--- src/verilog/boundary_scan_regs.svh ---
// constants of the boundary-scan test access port
// Summary of operation
// - three scan cells per pin, each with serial in and out and parallel in; only output and enable cells have parallel out
// - all cells form one chain from data input to data output
// - cell parallel side ties to core and pin input, output, enable
// - mode select sampled on each rising test clock edge
// - instruction and data bits taken from data input on rising edge
// - data output changes on falling test clock edge
// - data output floats unless a shift is in progress
// - instruction register is three bits, decodes five instructions
// - code 000 drives pins from chain and captures pin states
// - code 001 captures pin states, normal operation continues
// - code 101 floats every user pin
// - code 110 drives pins from chain, scan path is bypass bit
// - code 111 puts one bypass bit between data input and output
// - no reset pin; five clocks of mode select high or power-on reset
// - mode select pulled up so controller rests in reset when undriven
// - test pins not reserved: pins are user I/O, test logic idle
`ifndef BOUNDARY_SCAN_REGS_SVH
`define BOUNDARY_SCAN_REGS_SVH

`define IR_WIDTH 3
`define IR_EXTEST 3'h0
`define IR_SAMPLE 3'h1
`define IR_HIGHZ 3'h5
`define IR_CLAMP 3'h6
`define IR_BYPASS 3'h7
`define IR_CAPTURE 3'h1
`define CELLS_PER_IO 3
`define CELL_IN 0
`define CELL_OUT 1
`define CELL_OE 2
`define RESET_TMS_CLOCKS 5
`define SYS_CLK_MHZ 250
`define TCK_MAX_MHZ 20
`define SYS_CYCLES_PER_TCK (`SYS_CLK_MHZ / `TCK_MAX_MHZ)

`endif

--- src/verilog/boundary_scan_pkg.sv ---
// types of the test access port controller: its states and the instruction
package boundary_scan_pkg;

    typedef enum logic [3:0] {
        TEST_LOGIC_RESET,
        RUN_TEST_IDLE,
        SELECT_DR,
        CAPTURE_DR,
        SHIFT_DR,
        EXIT1_DR,
        PAUSE_DR,
        EXIT2_DR,
        UPDATE_DR,
        SELECT_IR,
        CAPTURE_IR,
        SHIFT_IR,
        EXIT1_IR,
        PAUSE_IR,
        EXIT2_IR,
        UPDATE_IR
    } tap_state_e;

    typedef logic [2:0] instr_t;

endpackage : boundary_scan_pkg

--- src/verilog/bsr_if.sv ---
// link between the port controller and the boundary cell chain
`timescale 1ns/1ns
interface bsr_if #(parameter int NUM_IO = 8);
    logic capture;
    logic shift;
    logic update;
    logic si;
    logic so;
    logic [NUM_IO-1:0] upd_out;
    logic [NUM_IO-1:0] upd_oe;

    modport tap (output capture, output shift, output update, output si,
        input so, input upd_out, input upd_oe);
    modport chain (input capture, input shift, input update, input si,
        output so, output upd_out, output upd_oe);
endinterface : bsr_if

--- src/verilog/boundary_chain.sv ---
// boundary-scan register: three cells per pin with update stage
`timescale 1ns/1ns
`include "boundary_scan_regs.svh"
module boundary_chain #(
    parameter int NUM_IO = 8
) (
    input wire logic clk_sys, // system clock
    input wire logic rst, // asynchronous reset
    input wire logic [NUM_IO-1:0] pin_level, // synchronised pin input
    input wire logic [NUM_IO-1:0] core_out, // core output value
    input wire logic [NUM_IO-1:0] core_oe, // core output enable
    bsr_if.chain bif // control from the port controller
);
    localparam int LEN = `CELLS_PER_IO * NUM_IO;

    logic [LEN-1:0] shift_q;
    logic [LEN-1:0] shift_d;
    logic [LEN-1:0] upd_q;
    logic [LEN-1:0] capt_w;

    // ========================================
    // capture and shift paths
    // ========================================
    genvar i;
    generate
        for (i = 0; i < NUM_IO; i++) begin : g_cell
            assign capt_w[`CELLS_PER_IO*i+`CELL_IN] = pin_level[i];
            assign capt_w[`CELLS_PER_IO*i+`CELL_OUT] = core_out[i];
            assign capt_w[`CELLS_PER_IO*i+`CELL_OE] = core_oe[i];
            assign bif.upd_out[i] = upd_q[`CELLS_PER_IO*i+`CELL_OUT];
            assign bif.upd_oe[i] = upd_q[`CELLS_PER_IO*i+`CELL_OE];
        end
    endgenerate

    // chain runs from the data input at the top bit to the output at bit 0
    assign shift_d = {bif.si, shift_q[LEN-1:1]};
    assign bif.so = shift_q[0];

    always_ff @(posedge clk_sys or posedge rst) begin
        if (rst) begin
            shift_q <= '0;
        end else if (bif.capture) begin
            shift_q <= capt_w;
        end else if (bif.shift) begin
            shift_q <= shift_d;
        end
    end

    // update stage keeps pins steady while new data shifts through
    always_ff @(posedge clk_sys or posedge rst) begin
        if (rst) begin
            upd_q <= '0;
        end else if (bif.update) begin
            upd_q <= shift_q;
        end
    end

endmodule : boundary_chain

--- src/verilog/boundary_scan_tap.sv ---
// test access port controller with instruction decode and pin muxing
`timescale 1ns/1ns
`include "boundary_scan_regs.svh"
module boundary_scan_tap
    import boundary_scan_pkg::*;
#(
    parameter int NUM_IO = 8
) (
    input wire logic clk_sys, // system clock, 250 MHz
    input wire logic rst, // asynchronous power-on reset
    input wire logic test_pins_reserved, // configuration: test pins in use
    input wire logic tck, // test clock pin
    input wire logic tms, // mode select pin, pulled up at the pad
    input wire logic tdi, // test data input pin
    output logic tdo_o, // test data output value
    output logic tdo_oe, // test data output enable, high drives
    input wire logic [NUM_IO-1:0] core_out, // core output values
    input wire logic [NUM_IO-1:0] core_oe, // core output enables
    output logic [NUM_IO-1:0] core_in, // pin levels toward the core
    input wire logic [NUM_IO-1:0] pad_in, // pin levels from the pads
    output logic [NUM_IO-1:0] pad_out, // values driven onto the pads
    output logic [NUM_IO-1:0] pad_oe // pad output enables, high drives
);

    // ========================================
    // pin synchronisers
    // ========================================
    logic tck_meta_q;
    logic tck_s_q;
    logic tck_prev_q;
    logic tms_meta_q;
    logic tms_s_q;
    logic tdi_meta_q;
    logic tdi_s_q;
    logic rsv_meta_q;
    logic rsv_s_q;
    logic [NUM_IO-1:0] pad_meta_q;
    logic [NUM_IO-1:0] pad_s_q;

    // the test clock is slow enough (see the constants) to be oversampled
    always_ff @(posedge clk_sys or posedge rst) begin
        if (rst) begin
            tck_meta_q <= 1'b0;
            tck_s_q <= 1'b0;
            tck_prev_q <= 1'b0;
            tms_meta_q <= 1'b1;
            tms_s_q <= 1'b1;
            tdi_meta_q <= 1'b0;
            tdi_s_q <= 1'b0;
            rsv_meta_q <= 1'b0;
            rsv_s_q <= 1'b0;
        end else begin
            tck_meta_q <= tck;
            tck_s_q <= tck_meta_q;
            tck_prev_q <= tck_s_q;
            tms_meta_q <= tms;
            tms_s_q <= tms_meta_q;
            tdi_meta_q <= tdi;
            tdi_s_q <= tdi_meta_q;
            rsv_meta_q <= test_pins_reserved;
            rsv_s_q <= rsv_meta_q;
        end
    end

    always_ff @(posedge clk_sys or posedge rst) begin
        if (rst) begin
            pad_meta_q <= '0;
            pad_s_q <= '0;
        end else begin
            pad_meta_q <= pad_in;
            pad_s_q <= pad_meta_q;
        end
    end

    // ========================================
    // test clock edges
    // ========================================
    logic tck_rise;
    logic tck_fall;
    logic active;

    assign tck_rise = tck_s_q & ~tck_prev_q;
    assign tck_fall = ~tck_s_q & tck_prev_q;
    assign active = rsv_s_q;

    // ========================================
    // controller state machine
    // ========================================
    function automatic tap_state_e tap_next(input tap_state_e s,
                                            input logic m);
        tap_state_e n;
        n = TEST_LOGIC_RESET;
        case (s)
            TEST_LOGIC_RESET: n = m ? TEST_LOGIC_RESET : RUN_TEST_IDLE;
            RUN_TEST_IDLE: n = m ? SELECT_DR : RUN_TEST_IDLE;
            SELECT_DR: n = m ? SELECT_IR : CAPTURE_DR;
            CAPTURE_DR: n = m ? EXIT1_DR : SHIFT_DR;
            SHIFT_DR: n = m ? EXIT1_DR : SHIFT_DR;
            EXIT1_DR: n = m ? UPDATE_DR : PAUSE_DR;
            PAUSE_DR: n = m ? EXIT2_DR : PAUSE_DR;
            EXIT2_DR: n = m ? UPDATE_DR : SHIFT_DR;
            UPDATE_DR: n = m ? SELECT_DR : RUN_TEST_IDLE;
            SELECT_IR: n = m ? TEST_LOGIC_RESET : CAPTURE_IR;
            CAPTURE_IR: n = m ? EXIT1_IR : SHIFT_IR;
            SHIFT_IR: n = m ? EXIT1_IR : SHIFT_IR;
            EXIT1_IR: n = m ? UPDATE_IR : PAUSE_IR;
            PAUSE_IR: n = m ? EXIT2_IR : PAUSE_IR;
            EXIT2_IR: n = m ? UPDATE_IR : SHIFT_IR;
            UPDATE_IR: n = m ? SELECT_DR : RUN_TEST_IDLE;
            default: n = TEST_LOGIC_RESET;
        endcase
        return n;
    endfunction : tap_next

    tap_state_e state_q;
    tap_state_e state_d;

    // mode select high walks any state to reset within five test clocks
    assign state_d = tap_next(state_q, tms_s_q);

    always_ff @(posedge clk_sys or posedge rst) begin
        if (rst) begin
            state_q <= TEST_LOGIC_RESET;
        end else if (!active) begin
            state_q <= TEST_LOGIC_RESET;
        end else if (tck_rise) begin
            state_q <= state_d;
        end
    end

    // ========================================
    // instruction register and decode
    // ========================================
    instr_t ir_shift_q;
    instr_t instruction_reg_q;
    logic sel_extest;
    logic sel_sample;
    logic sel_highz;
    logic sel_clamp;
    logic bsr_sel;
    logic drive_test;
    logic in_reset;

    assign in_reset = (state_q == TEST_LOGIC_RESET);

    always_ff @(posedge clk_sys or posedge rst) begin
        if (rst) begin
            ir_shift_q <= `IR_CAPTURE;
        end else if (tck_rise && state_q == CAPTURE_IR) begin
            ir_shift_q <= `IR_CAPTURE;
        end else if (tck_rise && state_q == SHIFT_IR) begin
            ir_shift_q <= {tdi_s_q, ir_shift_q[`IR_WIDTH-1:1]};
        end
    end

    // new instruction takes effect on the falling edge in update
    always_ff @(posedge clk_sys or posedge rst) begin
        if (rst) begin
            instruction_reg_q <= `IR_BYPASS;
        end else if (in_reset) begin
            instruction_reg_q <= `IR_BYPASS;
        end else if (tck_fall && state_q == UPDATE_IR) begin
            instruction_reg_q <= ir_shift_q;
        end
    end

    assign sel_extest = (instruction_reg_q == `IR_EXTEST);
    assign sel_sample = (instruction_reg_q == `IR_SAMPLE);
    assign sel_highz = (instruction_reg_q == `IR_HIGHZ);
    assign sel_clamp = (instruction_reg_q == `IR_CLAMP);
    // every other code, listed bypass or not, scans through the bypass bit
    assign bsr_sel = sel_extest | sel_sample;
    assign drive_test = sel_extest | sel_clamp;

    // ========================================
    // bypass bit and chain control
    // ========================================
    logic bypass_q;

    always_ff @(posedge clk_sys or posedge rst) begin
        if (rst) begin
            bypass_q <= 1'b0;
        end else if (tck_rise && state_q == CAPTURE_DR) begin
            bypass_q <= 1'b0;
        end else if (tck_rise && state_q == SHIFT_DR) begin
            bypass_q <= tdi_s_q;
        end
    end

    bsr_if #(.NUM_IO(NUM_IO)) bif ();

    assign bif.capture = tck_rise & bsr_sel & (state_q == CAPTURE_DR);
    assign bif.shift = tck_rise & bsr_sel & (state_q == SHIFT_DR);
    assign bif.update = tck_fall & bsr_sel & (state_q == UPDATE_DR);
    assign bif.si = tdi_s_q;

    boundary_chain #(.NUM_IO(NUM_IO)) u_chain (
        .clk_sys(clk_sys),
        .rst(rst),
        .pin_level(pad_s_q),
        .core_out(core_out),
        .core_oe(core_oe),
        .bif(bif)
    );

    // ========================================
    // serial data output
    // ========================================
    logic shifting;
    logic serial_bit;
    logic tdo_q;
    logic tdo_oe_q;

    assign shifting = (state_q == SHIFT_DR) || (state_q == SHIFT_IR);
    assign serial_bit = (state_q == SHIFT_IR) ? ir_shift_q[0] :
                        bsr_sel ? bif.so : bypass_q;

    always_ff @(posedge clk_sys or posedge rst) begin
        if (rst) begin
            tdo_q <= 1'b0;
            tdo_oe_q <= 1'b0;
        end else if (!active) begin
            tdo_q <= 1'b0;
            tdo_oe_q <= 1'b0;
        end else if (tck_fall) begin
            tdo_q <= serial_bit;
            tdo_oe_q <= shifting;
        end
    end

    assign tdo_o = tdo_q;
    assign tdo_oe = tdo_oe_q;

    // ========================================
    // pin muxing
    // ========================================
    logic [NUM_IO-1:0] pad_out_d;
    logic [NUM_IO-1:0] pad_oe_d;
    logic [NUM_IO-1:0] pad_out_q;
    logic [NUM_IO-1:0] pad_oe_q;
    logic [NUM_IO-1:0] core_in_q;

    // sample/preload leaves the core in charge of the pins
    assign pad_out_d = drive_test ? bif.upd_out : core_out;
    assign pad_oe_d = sel_highz ? '0 :
                      drive_test ? bif.upd_oe : core_oe;

    always_ff @(posedge clk_sys or posedge rst) begin
        if (rst) begin
            pad_out_q <= '0;
            pad_oe_q <= '0;
            core_in_q <= '0;
        end else begin
            pad_out_q <= pad_out_d;
            pad_oe_q <= pad_oe_d;
            core_in_q <= pad_s_q;
        end
    end

    assign pad_out = pad_out_q;
    assign pad_oe = pad_oe_q;
    assign core_in = core_in_q;

endmodule : boundary_scan_tap

--- config.mk ---
export PLATFORM = sky130hd
export DESIGN_NAME = boundary_scan_tap
export DESIGN_NICKNAME = d
export VERILOG_FILES = /design/src/verilog/boundary_scan_pkg.sv /design/src/verilog/bsr_if.sv /design/src/verilog/boundary_chain.sv /design/src/verilog/boundary_scan_tap.sv
export VERILOG_INCLUDE_DIRS = /design/src /design/src/verilog
export SDC_FILE = /design/constraint.sdc
export NUM_CORES = 1
export LEC_CHECK = 0
export ABC_CLOCK_PERIOD_IN_PS = 4260
export BUFFER_PORTS_ARGS = -buffer_cell sky130_fd_sc_hd__buf_2
export CORE_ASPECT_RATIO = 1.25
export CORE_MARGIN = 1
export CORE_UTILIZATION = 39
export CTS_CLUSTER_SIZE = 14
export DETAILED_ROUTE_END_ITERATION = 6
export SETUP_SLACK_MARGIN = 0.1
export SLEW_MARGIN = 5
export SYNTH_ARGS = -nofsm -noshare
export SYNTH_HDL_FRONTEND = slang
export SYNTH_SLANG_ARGS = --single-unit
--- constraint.sdc ---
create_clock -name clk_sys -period 4.26 [get_ports clk_sys]
set_input_delay 1.278 -clock clk_sys [delete_from_list [all_inputs] [get_ports clk_sys]]
set_output_delay 1.278 -clock clk_sys [all_outputs]
set_load 0.005 [all_outputs]
# Word-level counts from Yosys, hierarchy flattened
# Cells that the tools add are included.
dict set report classes {
  addsub 0
  mul 0
  div_mod_pow 0
  magnitude_cmp 0
  n_eq_ne 20
  shift 0
  n_mux 32
  n_bitwise 11
  n_reduce_logical 15
}
# operator count
set op_table {}
lappend op_table {{$mux 24} 2}
lappend op_table {{$pmux 4 s12} 1}
lappend op_table {{$eq 4x4->1 const B} 8}
lappend op_table {{$mux 4} 6}
lappend op_table {{$mux 8} 3}
lappend op_table {{$mux 3} 6}
lappend op_table {{$eq 4x3->1 const B} 4}
lappend op_table {{$mux 1} 11}
lappend op_table {{$eq 4x2->1 const B} 2}
lappend op_table {{$reduce_bool 2->1} 4}
lappend op_table {{$and 1x1->1} 7}
lappend op_table {{$eq 3x3->1 const B} 2}
lappend op_table {{$mux 2} 3}
lappend op_table {{$logic_and 1x1->1} 5}
lappend op_table {{$eq 4x1->1 const B} 1}
lappend op_table {{$logic_not 4->1} 1}
lappend op_table {{$ne 2x1->1 const B} 2}
lappend op_table {{$reduce_or 2->1} 2}
lappend op_table {{$eq 3x1->1 const B} 1}
lappend op_table {{$logic_not 3->1} 1}
lappend op_table {{$reduce_or 3->1} 1}
lappend op_table {{$not 1->1} 2}
lappend op_table {{$or 1x1->1} 2}
lappend op_table {{$logic_or 1x1->1} 1}
dict set report totals {
  reg_bits 110
  latch_bits 0
  ramBits 0
  rom_bits 0
  inputBits 30
  out_inout_bits 26
  elab_cells 100
  mem_count 0
}

# Logic depth before layout (Yosys ltp)
# Gate-level depths: netlist of run 1.
dict set report depth {
  ltp_word 6
  depth_mapped 7
  depth_no_buf 4
}

# By module
# From an unflattened synthesis of run 1, not the netlist that was laid out.
dict set report unflattened {
  cells_unflattened 366
  area_unflattened_um2 4426.7
}
# module instances cells_each area_per_inst_um2
set by_module_without_submodules {}
lappend by_module_without_submodules {boundary_scan_tap 1 227 2646.3}
lappend by_module_without_submodules {boundary_chain 1 139 1780.5}

# Worst setup path after synthesis of run 1
# Ideal clock, no wire load.
dict set report synth_path {
  path_type {input to register}
  startpoint {in core_oe[6]}
  endpoint {reg pad_oe_q[6], in the netlist pad_oe[6]}
  setup_ps 104
  arrival_ps 1660
  required_ps 4156
  slack_ps 2497
  cell_stages 4
  cell_sequence {inv_1 a21oi_1 nor2_1 a221oi_1}
}
dict set report synth_between {
  elab_chain_len 2
}
# element line
set synth_lines {}
lappend synth_lines {{start: declaration} boundary_scan_tap.sv:18} ;# input wire logic [NUM_IO-1:0] core_oe,
lappend synth_lines {{$mux 8} boundary_scan_tap.sv:246} ;# drive_test ? bif.upd_oe : core_oe;
lappend synth_lines {{$mux 8} boundary_scan_tap.sv:245} ;# assign pad_oe_d = sel_highz ? '0 :
lappend synth_lines {{named net pad_oe_d[6]} boundary_scan_tap.sv:238} ;# logic [NUM_IO-1:0] pad_oe_d;
lappend synth_lines {{end signal: assignment} boundary_scan_tap.sv:255} ;# pad_oe_q <= pad_oe_d;
lappend synth_lines {{end: declaration} boundary_scan_tap.sv:240} ;# logic [NUM_IO-1:0] pad_oe_q;
# The timed path passes the listed nets, and every way through them passes these cells.
# A chain may end at the register's enable or synchronous reset.

# Worst setup path in the final report of run 1
dict set report layout_path {
  startpoint {reg tck_s_q}
  endpoint {reg u_chain.shift_q[3]}
}
dict set report layout_between {
  elab_chain_len 4
}
# element line
set layout_lines {}
lappend layout_lines {{start: declaration} boundary_scan_tap.sv:29} ;# logic tck_s_q;
lappend layout_lines {{start signal: assignment} boundary_scan_tap.sv:54} ;# tck_s_q <= tck_meta_q;
lappend layout_lines {{$and 1x1->1 *} boundary_scan_tap.sv:82} ;# assign tck_rise = tck_s_q & ~tck_prev_q;
lappend layout_lines {{$and 1x1->1 *} {boundary_scan_tap.sv:192, boundary_scan_tap.sv:193}}
lappend layout_lines {{$and 1x1->1 (on tied branches)} {boundary_scan_tap.sv:192, boundary_scan_tap.sv:193}}
lappend layout_lines {{$mux 24 / $reduce_bool 2->1 (equally long branches)} -}
lappend layout_lines {{end signal: assignment} boundary_chain.sv:43} ;# shift_q <= capt_w;
lappend layout_lines {{end signal: assignment} boundary_chain.sv:45} ;# shift_q <= shift_d;
lappend layout_lines {{end: declaration} boundary_chain.sv:16} ;# logic [LEN-1:0] shift_q;
# Every way passes the cells marked *; elsewhere a longest branch is shown, timed or not.

==> results.ini, run 1 <==
[clock_tree]
clk_path_buf_depth=2
clock-sinks=102
path_clk_slew_ns=0.06
cts_made_buffers=9
clock_latency_ns=0.33
post_cts_buffers=0
cts_root_buf=clkbuf_16
cts_resized=0
hold_buffers=0
cts_tree=done
h-tree-depth=3

[route]
vias=2794
drt-total-wl_mm=7.842
wl_per_cell_um=14.23
dr.pass1.iters=4
drt_iter0_drc=147
detail-route-antenna-nets=0
drc=0
vias_per_cell=5.071

[timing]
period_needed_ns=2.459
hold_ws_ns=0.3474
tns_ns=0
fmax_ghz=0.4067
rsz0062_at_grt=no
setup_violations=0
finClkSkew_ns=0.006048
tightest_slew_ns=1.037
slew_viol_final=0
hold_violations=0
fin_crit_sh=0.5772
slew_headroom=0.3087

[setup_path]
cp.arrival_ns=2.62
cp_cell_sequence=nor2b_1 > nand3_2 > mux2i_1 > o21ai_0
cp.required_ns=4.42
critical_path_buf_inv_count=0
crit_slowest_cell=nand3_2
path_class=flip-flop to flip-flop
cp_max_fo=24
critPathCaptureType=flip-flop
reg2reg_slack_ns=1.80
crit_family=simple AND/OR/NAND/NOR gates
start_kind=flip-flop
max_stage_delay_ns=0.84

[floorplanning]
initial_core_util=0.4038
coreArea_mm2=0.01072
ios=56
dieArea_mm2=0.01153
std_cell_rows=42
dieWidth_um=96.24
dieHeight_um=119.8

[power]
seqPwrFrac=0.514
pwr-share-clk=0.442
swShare=0.2058
combPwrFrac=0.044
ir_worst_vdd_mv=0.2463
leakagePower_nw=2.451
p_switching_uw=405.0
p_int_mw=1.563
pwr_density_cell_mw_per_mm2=396.3
p_total_mw=1.968

[layout]
drive_gt1_frac=0.2578
fin_util=0.4634
finalNonFillerCells=551
final_common_cell=dfrtp_1
antenna_cells=0
area_delta_synth_final_pct=14.74
nNetsFinal=444
final_cell_mix=dfrtp_1, buf_2, nand2_1

[global_route]
grt_remaining_overflow=0
grt_pass1_wl_mm=13.54
grt_pass1_vias=2783
grt_max_degree=88
antenna_found_initial=0
track_usage=0.1540

[placed_design]
portBuffers=55
dp.cells=535
dp_hpwl_mm=5.060
place_congestion=0.7995

[synth]
avgSynthCellArea_um2=11.64
syn_inst=372
synth-main-ff-cell=dfrtp_1
yosysSeqAreaShare=0.5913
synth_edf_count=0
synthArstFlopShare=1.000
synthesis.nets=402
yosysTopAreaCell=dfrtp_1
ys_seq_elements=102
syn-cell-area_mm2=0.004329
synth_area_leaders=dfrtp_1, mux2i_1, nand2_1, dfstp_2, mux2_2
yosysWarnings=0
synth.distinct_cells=49
synth_top_area_share=0.5549

[hold_path]
min_path_type=flip-flop to flip-flop

[job]
maxCapViolCount=0

[run_status]
outcome=finished clean

-- worst reg2reg max path, stage by stage (launching register included) --
cell	delay, ns
dfrtp_1	0.37
nor2b_1	0.59
nand3_2	0.84
mux2i_1	0.38
o21ai_0	0.11
-- layout make-up --
type	count	area (um^2)
clock buffers	11	242.7
clock inverters	5	83.83
fillers	1008	5753
inverters	12	47.55
multi-input cells	233	1585
flip-flops and latches	102	2560
well taps	132	165.2
repair buffers	56	282.8
-- layer usage --
metal / routed length (um) / global-route usage / vias up
li1: - / - / 1381
met1: 3792 / 0.2266 / 1358
met2: 3691 / 0.2216 / 47
met3: 268 / 0.03232 / 8
met4: 90 / 0.05784 / 0
met5: 0 / 0 / -
-- path summary, 6_finish.rpt --
kind / from / end / depth (start not counted)
min: pad_meta_q[0] / pad_s_q[0] / 0
min in group asynchronous: rst / pad_out[5] / 2
min reg2reg: pad_meta_q[0] / pad_s_q[0] / 0
max reg2reg: tck_s_q / u_chain.shift_q[3] / 4
max in group asynchronous: rst / u_chain.upd_q[5] / 3
max: tck_s_q / u_chain.shift_q[3] / 4
-- sequential cells by signal (all words and copies together), names as in the netlist, 3 cells and up --
| register | flops |
|---|---|
| u_chain.shift_q | 24 |
| u_chain.upd_q | 16 |
| core_in | 8 |
| pad_meta_q | 8 |
| pad_oe | 8 |
| pad_out | 8 |
| pad_s_q | 8 |
| state_q | 4 |
| instruction_reg_q | 3 |
| ir_shift_q | 3 |
-- synthesized netlist by cell type (2+ instances only) --
master and count:
dfrtp_1 96, nand2_1 44, mux2i_1 28, o21ai_0 28
a21oi_1 20, nor2_1 20, mux2_2 14, nor3_1 13
buf_2 12, inv_1 12, mux2_4 10, a221oi_1 8
o21a_1 8, dfstp_2 6, clkbuf_1 5, o21ai_1 5
buf_6 4, buf_4 3, a31oi_1 2, and3_1 2
nand2b_1 2, nor2b_1 2, o22ai_1 2
-- logic make-up (layout without fill, tap and decap cells) --
family                    Yosys count  after routing  share of synthesized area
AOI/OAI and AO/OA                  84             84                     0.1194
xor gates and xnor gates            2              2                   0.004047
muxes                              52             52                     0.1358
buffers and inverters              37             84                    0.04509
DFF                               102            102                     0.5913
and+or+nand+nor                    95             95                     0.1043
-- power by group through the flow --
stage | clock [mW] | sequential, mW | combinational (mW)
after floorplan | 0 | 1.02 | 0.0530
after global placement | 0 | 1.03 | 0.0875
after detailed placement | 0 | 1.03 | 0.0893
after CTS | 0.893 | 1.01 | 0.0895
after global routing | 0.941 | 1.02 | 0.101
final | 0.870 | 1.01 | 0.0867
-- metrics by stage --
step,area (um^2),setup WS [ns]
after CTS,4967,1.733
after detailed placement,4641,1.738
after global routing,4967,1.542
after global placement,4641,1.813
after floorplan,4329,0.3164
final,4967,1.801
Power figures use the tool's default switching activity.
==> run 2, diff against run 1 <==
--- a/config.mk
+++ b/config.mk
@@ -6,7 +6,7 @@
 export SDC_FILE = /design/constraint.sdc
 export NUM_CORES = 1
 export LEC_CHECK = 0
-export ABC_CLOCK_PERIOD_IN_PS = 4260
+export ABC_CLOCK_PERIOD_IN_PS = 2300
 export BUFFER_PORTS_ARGS = -buffer_cell sky130_fd_sc_hd__buf_2
 export CORE_ASPECT_RATIO = 1.25
 export CORE_MARGIN = 1
==> constraint.sdc (replaced) <==
create_clock -name clk_sys -period 2.3 [get_ports clk_sys]
set_input_delay 0.69 -clock clk_sys [delete_from_list [all_inputs] [get_ports clk_sys]]
set_output_delay 0.69 -clock clk_sys [all_outputs]
set_load 0.005 [all_outputs]
==> run 2 against run 1 <==
- count of clock-buffer cells in the layout up 1
- power up 79%
- non-clock buffer count up 9
- clock power up 70%
==> results.ini, run 2 (synthesized netlist as in run 1, its figures left out) <==
[placed_design]
dp_hpwl_mm=5.405
portBuffers=55
dp_slack_ns=0.2916
dp.cells=544
place_congestion=0.7879

[route]
dr.pass1.iters=4
drc=0
drt_iter0_drc=98
vias_per_cell=5.104
detail-route-antenna-nets=0
drt-total-wl_mm=8.345
wl_per_cell_um=14.90
vias=2858

[setup_path]
max_stage_delay_ns=0.59
critical_path_buf_inv_count=0
path_class=flip-flop to flip-flop
reg2reg_to=u_chain.shift_q[15]
reg2reg_from=instruction_reg_q[2]
critPathCaptureType=flip-flop
reg2reg_slack_ns=0.34
crit_family=compound AO/OA/AOI/OAI gates
reg2regPathDepth=4
start_kind=flip-flop
cp.required_ns=2.47
crit_slowest_cell=o2111ai_4
cp.arrival_ns=2.13
cp-startpoint=instruction_reg_q[2]
cp_cell_sequence=nor2_1 > o2111ai_4 > nand2_1 > o21ai_0
cp_max_fo=48

[layout]
top_regs=u_chain.shift_q x24, u_chain.upd_q x16
final_common_cell=dfrtp_1
nNetsFinal=453
area_delta_synth_final_pct=15.92
largest_reg_flops=24
drive_gt1_frac=0.2687
antenna_cells=0
finalNonFillerCells=560
largest-register=u_chain.shift_q
final_cell_mix=dfrtp_1, buf_2, nand2_1
fill_cells=1002
fin_util=0.4681

[floorplanning]
initial_core_util=0.4038
coreArea_mm2=0.01072
dieHeight_um=119.8
dieWidth_um=96.24
ios=56
dieArea_mm2=0.01153
std_cell_rows=42

[timing]
fin_crit_sh=0.8536
tightest_slew_ns=1.003
period_needed_ns=1.963
slew_viol_final=0
hold_violations=0
tns_ns=0
setup_violations=0
finClkSkew_ns=0.005671
slew_headroom=0.3314
fmax_ghz=0.5093
rsz0062_at_grt=yes
worst_slack_ns=0.3366

[global_route]
grt_pass1_vias=2825
grt_remaining_overflow=0
grt_pass1_wl_mm=13.92
antenna_found_initial=0
grt_max_degree=103
track_usage=0.1607

[job]
maxCapViolCount=0

[run_status]
outcome=finished clean

[clock_tree]
cts_tree=done
hold_buffers=0
post_cts_buffers=0
clock-sinks=102
clock_latency_ns=0.34
cts_made_buffers=9
cts_root_buf=clkbuf_16
h-tree-depth=3
cts_resized=0
path_clk_slew_ns=0.06
clk_path_buf_depth=2

[power]
pwr_density_cell_mw_per_mm2=702.5
leakagePower_nw=2.488
ir_worst_vdd_mv=0.3169

[hold_path]
holdPathStages=0
hold_start=pad_meta_q[5]
min_path_type=flip-flop to flip-flop
worstHoldEndpoint=pad_s_q[5]

## run 2: cell types whose count changed in the layout (fill, tap and decap cells not counted)
cell	change
clkbuf_8	-1
clkinv_4	-1
clkbuf_1	+2
bufinv_16	-1
inv_4	-1
buf_4	+7
clkinv_2	+2
buf_12	+2
## run 2: layer usage
layer / up-vias / routed length, um / part of all wire / global-route usage
li1: 1399 / - / - / -
met1: 1388 / 3930 / 0.47 / 0.2153
met2: 60 / 3986 / 0.48 / 0.2478
met3: 11 / 299 / 0.036 / 0.04056
met4: 0 / 128 / 0.015 / 0.06157
met5: - / 0 / 0 / 0
## run 2: area by class of cell
| class | count | area [um^2] | share of cell area |
|---|---|---|---|
| sequential | 102 | 2560 | 0.5101 |
| clock inverter | 4 | 47.55 | 0.009474 |
| timing repair buffer | 65 | 375.4 | 0.07479 |
| clock buffer | 12 | 236.5 | 0.04712 |
| inverter | 12 | 48.80 | 0.009723 |
| multi-input combinational | 233 | 1585 | 0.3159 |
| tap | 132 | 165.2 | 0.03291 |
## run 2: worst max path at each step
stage	slack [ns]	cells after the start	to
after detailed placement	0.29	4	u_chain.shift_q[23]
final	0.34	4	u_chain.shift_q[15]
after CTS	0.29	4	u_chain.shift_q[23]
after floorplan	0.40	1	active
after global placement	0.40	4	u_chain.shift_q[9]
after global routing	0.09	4	u_chain.shift_q[15]
## run 2: power by group
| part | switching [mW] | internal, mW |
|---|---|---|
| registers | 0.0222 | 1.84 |
| logic | 0.109 | 0.0749 |
| clock network | 0.635 | 0.841 |
| total | 0.766 | 2.76 |
## run 2: metrics by stage
step | cell area (um^2) | hold slack [ns] | total power, mW
floorplan | 4333 | 0.3312 | 1.995
global placement | 4735 | 0.3316 | 2.081
detailed placement | 4735 | 0.3356 | 2.086
CTS | 5019 | 0.3503 | 3.566
global route | 5019 | 0.3529 | 3.668
finish | 5019 | 0.3471 | 3.525
==> run 3, diff against run 2 <==
--- a/config.mk
+++ b/config.mk
@@ -8,11 +8,15 @@
 export LEC_CHECK = 0
 export ABC_CLOCK_PERIOD_IN_PS = 2300
 export BUFFER_PORTS_ARGS = -buffer_cell sky130_fd_sc_hd__buf_2
+export CELL_PAD_IN_SITES_DETAIL_PLACEMENT = 1
+export CELL_PAD_IN_SITES_GLOBAL_PLACEMENT = 2
 export CORE_ASPECT_RATIO = 1.25
 export CORE_MARGIN = 1
 export CORE_UTILIZATION = 39
+export CTS_BUF_LIST = sky130_fd_sc_hd__clkbuf_4
 export CTS_CLUSTER_SIZE = 14
 export DETAILED_ROUTE_END_ITERATION = 6
+export PLACE_DENSITY_LB_ADDON = 0.1
 export SETUP_SLACK_MARGIN = 0.1
 export SLEW_MARGIN = 5
 export SYNTH_ARGS = -nofsm -noshare
==> run 3 against run 2 <==
- die area unchanged
- combinational power up 2%
- count of clock-buffer cells in the layout down 2
- first-iteration DRC count up 40%
- cell count up 0.54%
- clock skew up 0.0056 ns
- cell area down 2.5%
- utilization down 1.2 points
- global-route usage up 2.8 points
- via count up 3.5%
- critical endpoint is now pad_out[5]
- largest power group unchanged
==> results.ini, run 3 (synthesized netlist as in run 1, its figures left out) <==
[run_status]
outcome=finished clean

[global_route]
track_usage=0.1886
grt_max_degree=50
grt_pass1_vias=3176
antenna_found_initial=1
grt_remaining_overflow=0
grt_pass1_wl_mm=16.11

[setup_path]
reg2reg_from=instruction_reg_q[2]
crit_family=flip-flops
reg2reg_slack_ns=0.40
crit_slowest_cell=dfstp_2
reg2reg_to=pad_out[5]
cp.required_ns=2.67
reg2regPathDepth=4
path_class=flip-flop to flip-flop
max_stage_delay_ns=0.78
cp_cell_sequence=xor2_1 > nor2_2 > buf_4 > mux2_2
cp.arrival_ns=2.27
critPathCaptureType=flip-flop
critical_path_buf_inv_count=1
start_kind=flip-flop
cp-startpoint=instruction_reg_q[2]
cp_max_fo=20

[clock_tree]
post_cts_buffers=0
path_clk_slew_ns=0.15
cts_made_buffers=9
cts_root_buf=clkbuf_4
hold_buffers=0
cts_tree=done
clk_path_buf_depth=2
cts_resized=0
clock_latency_ns=0.47
clock-sinks=102
h-tree-depth=3

[route]
drc=0
dr.pass1.iters=4
wl_per_cell_um=16.94
drt-total-wl_mm=9.539
drt_iter0_drc=137
detail-route-antenna-nets=0
vias_per_cell=5.256
vias=2959

[power]
p_int_mw=2.252
leakagePower_nw=2.433
seqPwrFrac=0.632
pwr_density_cell_mw_per_mm2=605.1
swShare=0.2392
ir_worst_vdd_mv=0.2945
p_switching_uw=708.1
combPwrFrac=0.063
pwr-share-clk=0.305
p_total_mw=2.960

[floorplanning]
std_cell_rows=42
initial_core_util=0.4038
dieWidth_um=96.24
ios=56
coreArea_mm2=0.01072
dieArea_mm2=0.01153
dieHeight_um=119.8

[layout]
fill_cells=1207
area_delta_synth_final_pct=13.01
final_cell_mix=dfrtp_1, buf_2, nand2_1
largest-register=u_chain.shift_q
drive_gt1_frac=0.2767
largest_reg_flops=24
final_common_cell=dfrtp_1
nNetsFinal=457
top_regs=u_chain.shift_q x24, u_chain.upd_q x16

[timing]
tightest_slew_ns=0.5124
tns_ns=0
hold_violations=0
setup_violations=0
slew_headroom=0.6577
rsz0062_at_grt=no
finClkSkew_ns=0.01130
fmax_ghz=0.5265
slew_viol_final=0
period_needed_ns=1.899
fin_crit_sh=0.8259

[hold_path]
min_path_type=input pin to async pin

[placed_design]
portBuffers=55
place_congestion=0.7697
dp_hpwl_mm=6.671

[job]
maxCapViolCount=0

-- run 3: cell count changes in the layout (fill, tap and decap cells not counted) --
cell       delta
clkinv_2      -2
diode_2       +1
clkinv_1      +1
buf_4         +4
clkbuf_4     +10
clkbuf_16     -9
clkbuf_1      -3
clkinv_4      +1
-- run 3: routing by layer --
metal	part of all wire	GRT usage
met3	0.019	0.02662
met1	0.46	0.2379
met4	0.022	0.09049
met5	0	0
met2	0.50	0.3129
-- run 3: per-stage QoR --
| step | instance area, um^2 | hold WS [ns] | util | worst slack (ns) | std cells |
|---|---|---|---|---|---|
| after detailed placement | 4765 | 0.3356 | 0.4444 | 0.3967 | 548 |
| after global routing | 4892 | 0.2037 | 0.4563 | 0.2549 | 563 |
| after global placement | 4765 | 0.3315 | 0.4444 | 0.4346 | 548 |
| final | 4892 | 0.1964 | 0.4563 | 0.4005 | 563 |
| after floorplan | 4333 | 0.3312 | - | 0.3973 | 372 |
| after CTS | 4890 | 0.1785 | 0.4561 | 0.3608 | 562 |
-- run 3: worst register-to-register path, stage by stage, from the launching register on --
cell	delay, ns
dfstp_2	0.78
xor2_1	0.14
nor2_2	0.34
buf_4	0.21
mux2_2	0.34
-- run 3: area by class of cell --
type / count / area, um^2 / area share
Tap cell: 132 / 165.2 / 0.03376
Clock buffer: 10 / 75.07 / 0.01535
Multi-Input combinational cell: 233 / 1585 / 0.3240
Timing Repair Buffer: 69 / 405.4 / 0.08286
Sequential cell: 102 / 2560 / 0.5233
Antenna cell: 1 / 2.502 / 0.0005115
Inverter: 12 / 48.80 / 0.009974
Clock inverter: 4 / 50.05 / 0.01023
-- run 3: power groups by stage --
stage | combinational (mW) | sequential, mW | clock [mW]
floorplan | 0.0985 | 1.90 | 0
global placement | 0.192 | 1.90 | 0
detailed placement | 0.195 | 1.90 | 0
CTS | 0.195 | 1.87 | 0.945
global route | 0.213 | 1.88 | 0.991
finish | 0.188 | 1.87 | 0.902
-- run 3: how the worst max path moves through the flow --
stage | depth (start not counted) | slack (ns) | end
2_1_floorplan | 1 | 0.40 | active
3_3_place_gp | 4 | 0.43 | pad_out[7]
3_5_place_dp | 4 | 0.40 | pad_out[5]
4_1_cts | 4 | 0.36 | pad_out[5]
5_1_grt | 3 | 0.25 | u_chain.upd_q[10]
6_report | 4 | 0.40 | pad_out[5]
